===== src/pkg/wdgdc_pkg.sv =====
// package: watchdog down-counter constants, types and register map
package wdgdc_pkg;

    localparam int          WDGDC_PRESCALE      = 16384;
    localparam int          WDGDC_PRE_W         = 14;
    localparam int          WDGDC_CNT_W         = 7;
    localparam logic [6:0]  WDGDC_CNT_RESET     = 7'h7f;
    localparam int          WDGDC_CLK_PERIOD_NS = 10;
    localparam int          WDGDC_RST_PULSE_NS  = 500;
    localparam int          WDGDC_RST_PULSE_CYC =
        (WDGDC_RST_PULSE_NS + WDGDC_CLK_PERIOD_NS - 1) / WDGDC_CLK_PERIOD_NS;
    localparam int          WDGDC_PULSE_W       = 6;

    // register byte offsets
    localparam logic [11:0] WDGDC_CTRL_OFF      = 12'h000;
    localparam logic [11:0] WDGDC_OPT_OFF       = 12'h004;
    localparam logic [11:0] WDGDC_STAT_OFF      = 12'h008;

    // control register fields
    localparam int          WDGDC_ACT_BIT       = 7;
    localparam int          WDGDC_TOP_BIT       = 6;

    // option register fields
    localparam int          WDGDC_OPT_HALTRST   = 0;
    localparam int          WDGDC_OPT_HWWDG     = 1;
    localparam logic [1:0]  WDGDC_OPT_RESET     = 2'h0;

    typedef enum logic [1:0] {
        WDGDC_RUN      = 2'b00,
        WDGDC_HALT_DEC = 2'b01,
        WDGDC_HALTED   = 2'b10
    } wdgdc_halt_t;

    // reset cause seen by software
    typedef struct packed {
        logic sw_reset;
        logic timeout;
        logic halt_reset;
    } wdgdc_cause_t;

endpackage : wdgdc_pkg


===== src/wdgdc_prescaler.sv =====
// file: free-running prescaler giving one tick per prescale period
`timescale 1ns/10ps
module wdgdc_prescaler #(
    parameter int PERIOD = wdgdc_pkg::WDGDC_PRESCALE,
    parameter int W      = wdgdc_pkg::WDGDC_PRE_W
) (
    input  wire logic pclk,
    input  wire logic presetn,
    input  wire logic run,
    output logic      tick
);
    import wdgdc_pkg::*;

    logic [W-1:0] count_q;

    // never cleared by software writes, so timeout has min/max spread
    always_ff @(posedge pclk or negedge presetn) begin
        if (!presetn) begin
            count_q <= '0;
        end else if (run) begin
            if (count_q == W'(PERIOD - 1)) begin
                count_q <= '0;
            end else begin
                count_q <= count_q + W'(1);
            end
        end
    end

    assign tick = run && (count_q == W'(PERIOD - 1));

endmodule : wdgdc_prescaler


===== src/wdgdc_pulse.sv =====
// file: fixed-length reset pulse generator
`timescale 1ns/10ps
module wdgdc_pulse #(
    parameter int CYCLES = wdgdc_pkg::WDGDC_RST_PULSE_CYC,
    parameter int W      = wdgdc_pkg::WDGDC_PULSE_W
) (
    input  wire logic pclk,
    input  wire logic presetn,
    input  wire logic fire,
    output logic      active
);
    import wdgdc_pkg::*;

    logic [W-1:0] left_q;

    always_ff @(posedge pclk or negedge presetn) begin
        if (!presetn) begin
            left_q <= '0;
        end else if (fire && left_q == '0) begin
            left_q <= W'(CYCLES);
        end else if (left_q != '0) begin
            left_q <= left_q - W'(1);
        end
    end

    assign active = (left_q != '0);

endmodule : wdgdc_pulse


===== src/wdgdc_top.sv =====
// file: watchdog down-counter with apb register access
`timescale 1ns/10ps

// What this block does
// - counter decrements once per 16384 clock periods via the prescaler.
// - six low counter bits set timeout in 64 prescaler-period steps.
// - when active, counter passing 40h to 3Fh starts a reset.
// - watchdog reset drives reset pin low for about 500 ns.
// - counter runs down whether active or not; only reset depends on activation.
// - control writes leave the prescaler untouched.
// - after any reset the watchdog comes up inactive unless the hardware option is set.
// - once active, deactivation writes are ignored until reset.
// - write with activation set and top bit clear resets at once.
// - halt while active with the halt-reset option gives a reset instead of halting.
// - halt-reset choice comes from an option read at start-up.
// - hardware option makes watchdog active from reset.
// - halt without halt-reset or oscillator interrupt: one more decrement, then counting stops.
// - hardware mode keeps the activation bit set permanently.
module wdgdc_top (
    input  wire logic        pclk,
    input  wire logic        presetn,
    input  wire logic        psel,
    input  wire logic        penable,
    input  wire logic        pwrite,
    input  wire logic [11:0] paddr,
    input  wire logic [31:0] pwdata,
    output logic      [31:0] prdata,
    output logic             pready,
    output logic             pslverr,
    input  wire logic        halt_req,
    input  wire logic        wake_req,
    input  wire logic        osc_irq_en,
    input  wire logic        opt_halt_reset,
    input  wire logic        opt_hw_watchdog,
    output logic             halted,
    output logic             reset_pin_n
);
    import wdgdc_pkg::*;

    ////////////////////////////////////////////////////////////////////
    // timing overview
    //   tick     one cycle per prescale period; writes never restart it, so a
    //            reload lands anywhere inside the current step
    //   timeout  counter at 40h when the tick comes while active
    //   fire     timeout, software reset or halt reset, all in one cycle
    //   pulse    loads on the edge after fire; the pin follows one edge later
    //   pin low  for the pulse length; counter, activation and halt state are
    //            returned to their reset values meanwhile
    //   apb      setup edge prepares the answer, access edge applies writes
    //   halt     without halt reset or oscillator interrupt, one more step is taken, then all stops
    //            until a wake request

    ////////////////////////////////////////////////////////////////////
    // state

    logic [WDGDC_CNT_W-1:0] cnt_q;
    logic                   act_q;
    logic [1:0]             opt_q;
    logic                   opt_loaded_q;
    wdgdc_halt_t            hstate_q;
    wdgdc_cause_t           cause_q;
    logic                   tick;
    logic                   pulse_active;
    logic                   fire;
    logic                   run;
    logic                   ctrl_wr;
    logic                   acc;
    logic                   timeout_ev;
    logic                   swrst_ev;
    logic                   haltrst_ev;
    logic                   halt_ok;
    logic                   act_eff;
    logic                   act_d;
    logic                   setup;
    logic                   stat_wr;
    logic [WDGDC_CNT_W-1:0] cnt_d;
    logic [2:0]             cause_d;
    logic [2:0]             cause_set;

    function automatic logic addr_is(input logic [11:0] a, input logic [11:0] off);
        return a == off;
    endfunction : addr_is

    ////////////////////////////////////////////////////////////////////
    // bus strobes

    // setup phase: the only cycle in which the response is prepared
    assign setup   = psel && !penable;
    // access phase: writes take effect here, once per transfer
    assign acc     = psel && penable;
    assign ctrl_wr = acc && pwrite && addr_is(paddr, WDGDC_CTRL_OFF);
    assign stat_wr = acc && pwrite && addr_is(paddr, WDGDC_STAT_OFF);
    // options are latched once after reset release, then held
    assign act_eff = act_q || (opt_loaded_q && opt_q[WDGDC_OPT_HWWDG]);

    ////////////////////////////////////////////////////////////////////
    // option capture at start-up
    // straps read once, so they cannot change under a running watchdog

    always_ff @(posedge pclk or negedge presetn) begin
        if (!presetn) begin
            opt_q        <= WDGDC_OPT_RESET;
            opt_loaded_q <= 1'b0;
        end else if (!opt_loaded_q) begin
            opt_q[WDGDC_OPT_HALTRST] <= opt_halt_reset;
            opt_q[WDGDC_OPT_HWWDG]   <= opt_hw_watchdog;
            opt_loaded_q             <= 1'b1;
        end
    end

    ////////////////////////////////////////////////////////////////////
    // prescaler and pulse

    // stopped in halt so the counter freezes
    assign run = (hstate_q != WDGDC_HALTED);

    wdgdc_prescaler u_pre (
        .pclk    (pclk),
        .presetn (presetn),
        .run     (run),
        .tick    (tick)
    );

    assign timeout_ev = act_eff && tick && !ctrl_wr
                     && (cnt_q == 7'h40);
    assign swrst_ev   = ctrl_wr && pwdata[WDGDC_ACT_BIT]
                     && !pwdata[WDGDC_TOP_BIT];
    assign halt_ok    = halt_req && hstate_q == WDGDC_RUN && opt_loaded_q;
    assign haltrst_ev = halt_ok && act_eff && opt_q[WDGDC_OPT_HALTRST];
    assign fire       = timeout_ev || swrst_ev || haltrst_ev;

    // a fire while the pulse runs is absorbed: one pulse per event burst
    wdgdc_pulse u_pulse (
        .pclk    (pclk),
        .presetn (presetn),
        .fire    (fire),
        .active  (pulse_active)
    );

    ////////////////////////////////////////////////////////////////////
    // counter

    // priority: own reset pulse, then software load, then a prescaler step;
    // a load in the tick cycle wins, so that step is lost rather than doubled
    always_comb begin
        cnt_d = cnt_q;
        if (pulse_active) begin
            cnt_d = WDGDC_CNT_RESET;
        end else if (ctrl_wr) begin
            cnt_d = pwdata[WDGDC_CNT_W-1:0];
        end else if (tick) begin
            cnt_d = cnt_q - 7'h01;
        end
    end

    // keeps counting whether or not the watchdog is active
    always_ff @(posedge pclk or negedge presetn) begin
        if (!presetn) begin
            cnt_q <= WDGDC_CNT_RESET;
        end else begin
            cnt_q <= cnt_d;
        end
    end

    ////////////////////////////////////////////////////////////////////
    // activation: set-only; cleared by the watchdog's own reset pulse

    // writing zero has no effect, so software cannot switch it off
    always_comb begin
        act_d = act_q;
        if (pulse_active) begin
            act_d = 1'b0;
        end else if (ctrl_wr && pwdata[WDGDC_ACT_BIT]) begin
            act_d = 1'b1;
        end
    end

    always_ff @(posedge pclk or negedge presetn) begin
        if (!presetn) begin
            act_q <= 1'b0;
        end else begin
            act_q <= act_d;
        end
    end

    ////////////////////////////////////////////////////////////////////
    // halt handling

    always_ff @(posedge pclk or negedge presetn) begin
        if (!presetn) begin
            hstate_q <= WDGDC_RUN;
        end else if (pulse_active) begin
            hstate_q <= WDGDC_RUN;
        end else begin
            case (hstate_q)
                // with the oscillator interrupt on, the counter keeps running
                WDGDC_RUN: begin
                    if (halt_ok && !haltrst_ev && !osc_irq_en) begin
                        hstate_q <= WDGDC_HALT_DEC;
                    end
                end
                // prescaler still runs here: one more step, then it stops
                WDGDC_HALT_DEC: begin
                    if (wake_req) begin
                        hstate_q <= WDGDC_RUN;
                    end else if (tick) begin
                        hstate_q <= WDGDC_HALTED;
                    end
                end
                WDGDC_HALTED: begin
                    if (wake_req) begin
                        hstate_q <= WDGDC_RUN;
                    end
                end
                default: begin
                    hstate_q <= WDGDC_RUN;
                end
            endcase
        end
    end

    ////////////////////////////////////////////////////////////////////
    // halt status

    // drops on the edge closing the wake cycle, with the halt state, so software sees it leave at once
    always_ff @(posedge pclk or negedge presetn) begin
        if (!presetn) begin
            halted <= 1'b0;
        end else begin
            halted <= (hstate_q != WDGDC_RUN) && !wake_req;
        end
    end

    ////////////////////////////////////////////////////////////////////
    // reset cause, sticky; cleared by writing ones, set wins
    // bit order follows the cause struct: software, timeout, halt

    assign cause_set = {swrst_ev, timeout_ev, haltrst_ev};

    // one flag per cause; an event in its own clearing cycle is kept
    always_comb begin
        cause_d = cause_q;
        for (int i = 0; i < 3; i++) begin
            if (stat_wr && pwdata[i]) begin
                cause_d[i] = 1'b0;
            end
            if (cause_set[i]) begin
                cause_d[i] = 1'b1;
            end
        end
    end

    always_ff @(posedge pclk or negedge presetn) begin
        if (!presetn) begin
            cause_q <= '0;
        end else begin
            cause_q <= wdgdc_cause_t'(cause_d);
        end
    end

    ////////////////////////////////////////////////////////////////////
    // reset pin

    // from a flop so the pin cannot glitch while the pulse counter loads
    always_ff @(posedge pclk or negedge presetn) begin
        if (!presetn) begin
            reset_pin_n <= 1'b1;
        end else begin
            reset_pin_n <= !pulse_active;
        end
    end

    ////////////////////////////////////////////////////////////////////
    // apb decode

    // true for the three implemented words; all else answers with an error
    function automatic logic addr_mapped(input logic [11:0] a);
        return addr_is(a, WDGDC_CTRL_OFF)
            || addr_is(a, WDGDC_OPT_OFF)
            || addr_is(a, WDGDC_STAT_OFF);
    endfunction : addr_mapped

    // read word for an address, zero where nothing is implemented;
    // activation reads as the reset logic sees it, hardware mode included
    function automatic logic [31:0] read_word(
        input logic [11:0]            a,
        input logic                   act,
        input logic [WDGDC_CNT_W-1:0] cnt,
        input logic [2:0]             opt_word,
        input logic [3:0]             stat_word
    );
        logic [31:0] w;
        w = '0;
        if (addr_is(a, WDGDC_CTRL_OFF)) begin
            w = {24'h0, act, cnt};
        end else if (addr_is(a, WDGDC_OPT_OFF)) begin
            w = {29'h0, opt_word};
        end else if (addr_is(a, WDGDC_STAT_OFF)) begin
            w = {28'h0, stat_word};
        end
        return w;
    endfunction : read_word

    ////////////////////////////////////////////////////////////////////
    // apb response

    // no wait state: pready rises in the first access cycle and lasts one
    // cycle; the master must hold the request until it sees it
    always_ff @(posedge pclk or negedge presetn) begin
        if (!presetn) begin
            pready <= 1'b0;
        end else begin
            pready <= setup;
        end
    end

    // error only beside pready, never left standing afterwards
    always_ff @(posedge pclk or negedge presetn) begin
        if (!presetn) begin
            pslverr <= 1'b0;
        end else begin
            pslverr <= setup && !addr_mapped(paddr);
        end
    end

    // read data stands only while pready is high and is zero otherwise,
    // so a stale word is never mistaken for a fresh answer
    always_ff @(posedge pclk or negedge presetn) begin
        if (!presetn) begin
            prdata <= '0;
        end else if (setup && !pwrite) begin
            prdata <= read_word(paddr, act_eff, cnt_q, {opt_loaded_q, opt_q},
                                {halted, cause_q});
        end else begin
            prdata <= '0;
        end
    end

endmodule : wdgdc_top

===== config.mk =====
export PLATFORM = sky130hd
export DESIGN_NAME = wdgdc_top
export DESIGN_NICKNAME = d
export VERILOG_FILES = /design/src/pkg/wdgdc_pkg.sv /design/src/wdgdc_prescaler.sv /design/src/wdgdc_pulse.sv /design/src/wdgdc_top.sv
export SDC_FILE = /design/constraint.sdc
export NUM_CORES = 1
export LEC_CHECK = 0
export ABC_AREA = 1
export BUFFER_PORTS_ARGS = -buffer_cell sky130_fd_sc_hd__buf_2
export CAP_MARGIN = 10
export CORE_MARGIN = 2
export CORE_UTILIZATION = 30
export CTS_BUF_LIST = sky130_fd_sc_hd__clkbuf_16
export CTS_CLUSTER_SIZE = 24
export DETAILED_ROUTE_END_ITERATION = 10
export HOLD_SLACK_MARGIN = 0.08
export SLEW_MARGIN = 20
export SYNTH_ARGS = -nofsm -noshare
export SYNTH_HDL_FRONTEND = slang
export SYNTH_SLANG_ARGS = --single-unit

===== constraint.sdc =====
create_clock -name pclk -period 1.64 [get_ports pclk]
set_input_delay 0 -clock pclk [delete_from_list [all_inputs] [get_ports pclk]]
set_output_delay 0 -clock pclk [all_outputs]
set_load 0.02 [all_outputs]

==> out/metrics.yaml <==
ys.flop_type: "dfrtp_1"
cts-root-buf: "clkbuf_16"
crit_family: "flip-flops"
fmax_mhz: 642.7
grt_pass1_vias: 2210
globalplace.congestion: 0.8469
core_area_sq_mm: 0.008806
dp_cells: 473
final_cells: 500
hold_path.class: "input port to flip-flop"
avgSynthCellArea_sq_um: 8.496
track_usage: 0.1216
clk_pin_slew_ps: 70
worst_slack_ps: 84.07
critPathMaxStageDelay_ps: 410
synth_seq_area_share: 0.4400
leakagePower_uw: 0.001678
postSynthCellCount: 324
syn_to_final_growth_pct: 21.95
totalPowerFinal_uw: 2414
endpoint_kind: "flip-flop"
start_util: 0.3126
setup_viol: 0
grt_max_degree: 31
ioPinCount: 90
drv_cap: 0
clk_latency_ps: 290
wl_per_cell_microns: 11.43
viasPerCell: 4.548
dr.pass1.iters: 4
layout_common_cells: "nand2_1 (57), buf_2 (41), dfrtp_1 (40)"
tightest_slew_ps: 499.3
crit_top_cell: "nand3_4"
power_density_mw_per_mm2: 719.0
hold_viol: 0
antenna_left: 0
die_x_microns: 99.79
ys_seq_elements: 48
cts_tree: "done"
die_area_sq_mm: 0.009958
drc: 0
grt_pass1_wl_microns: 9791
fin_crit_sh: 0.9487
report.final.slew_viol_count: 0
crit_buf_inv: 3
antenna_found_initial: 0
crit_type: "flip-flop to flip-flop"
cp.required_ps: 1860
antenna_cells: 0
critPathSlowestCell: "dfrtp_1"
num_rows: 34
cp_max_fo: 14
numCtsBuffers: 5
synth_enable_flop_cells: 0
dpl.hpwl_microns: 4231
skew_ps: 9.736
place_ws_ps: 8.936
overflow: 0
vias: 2274
syn_area_sq_mm: 0.002753
synth_warnings: 0
rsz0062_at_grt: "true"
worstPathArrival_ps: 1780
final_layout_size_suffix_gt1_frac: 0.2398
htree_levels: 2
slew_headroom: 0.6653
clock_path_buffers: 2
drt_iter0_markers: 84
wl_microns: 5716
start_kind: "flip-flop"
period_needed_ps: 1556
layout.nets: 450
crit_chain: "ha_1, inv_1, a21oi_4, nand3_4, nor2_8, inv_4, nand3_4, buf_4, a31oi_2"
cts_sinks: 48
vdd_drop_max_mv: 0.3819
outcome: "finished clean"
dieHeight_microns: 99.79
portBuffers: 41
yosysUniqueCellTypes: 41
layout_commonest_cell: "nand2_1"
synth_async_sr_flop_share: 1.000
## stage by stage
step	hold WS, ps	utilization	cell area (sq um)	setup TNS, ps
global route	132.8	0.3812	3357	-42.96
finish	104.9	0.3812	3357	0
detailed placement	-29.84	0.3420	3012	0
floorplan	-295.6	-	2839	0
global placement	-29.43	0.3420	3012	0
CTS	107.1	0.3741	3294	0
## layout make-up
type                       instances  area (sq um)
fill                             885          5449
multi-input combinational        235          1290
sequential                        48          1211
timing repair buffer              66         440.4
inverter                          35         137.6
tap                              108         135.1
clock buffer                       5         125.1
clock inverter                     3         17.52
## cells by family (layout without fill, tap and decap cells)
logic type	after synthesis	count (layout)	synth area share
flip-flops	48	48	0.4400
XOR/XNOR	11	11	0.03500
AND/OR/NAND/NOR	148	148	0.2700
AO/OA/AOI/OAI	46	46	0.09910
buffers and inverters	64	109	0.1305
other	2	25	0.002728
adder cells (fa/ha/maj)	5	5	0.02273
## worst register-to-register path, delay by kind of cell, from the launching register on
family	cells	cell delay, ps
AOI/OAI and AO/OA	2	200
adders and majority gates	1	200
DFF	1	410
buffers and inverters	3	370
and+or+nand+nor	3	320
## where the power goes
part / internal [uW] / switching [uW] / leakage (uW)
combinational: 66.8 / 122 / 0.000993
sequential: 1200 / 9.57 / 0.000613
clock: 563 / 453 / 0.0000716
## flip-flops by register name, summed over array words and instances (netlist names), 2 cells and up
register / flops
cause_q: 3
cnt_q: 7
hstate_q: 2
opt_q: 2
prdata: 8
u_pre.count_q: 14
u_pulse.left_q: 6
## repair_timing
item                                    4_1_cts  5_1_grt
resized for setup                             0        6
hold buffers                                 14        0
endpoints found under the setup margin        0       17
buffers inserted                              0        5
endpoints found under the hold margin        64        0
## layer usage
metal  part of all wire  GRT usage  vias to the layer above
met5                  0          0                        -
met4             0.0066    0.03899                        0
met3              0.040    0.03064                        4
met2               0.49     0.2100                       50
met1               0.46     0.1490                     1078
li1                   -          -                     1142
## cell usage after synthesis, drive strengths merged, types with 2 or more instances
| library cell | count | share of area |
|---|---|---|
| dfrtp | 40 | 0.36 |
| xor2 | 9 | 0.029 |
| a31oi | 6 | 0.016 |
| ha | 5 | 0.023 |
| nor3 | 10 | 0.020 |
| o211ai | 3 | 0.0082 |
| o21ai | 18 | 0.033 |
| dfstp | 8 | 0.076 |
| a21oi | 15 | 0.031 |
| conb | 2 | 0.0027 |
| nand4 | 8 | 0.020 |
| nand2 | 60 | 0.085 |
| and3 | 2 | 0.0045 |
| nor2 | 42 | 0.074 |
| inv | 35 | 0.049 |
| buf | 28 | 0.080 |
| xnor2 | 2 | 0.0064 |
| nand3 | 24 | 0.061 |
## path summary, 6_finish.rpt
path	startpoint	end	slack, ps	depth (start not counted)
min in group asynchronous	presetn	pready	190	2
min	pwdata[7]	cause_q[2]	100	5
max	u_pre.count_q[0]	cnt_q[5]	80	9
max in group asynchronous	presetn	reset_pin_n	860	3
max reg2reg	u_pre.count_q[0]	cnt_q[5]	80	9
min reg2reg	cause_q[2]	cause_q[2]	480	2
Note: power is estimated with default switching activity, not from simulation.
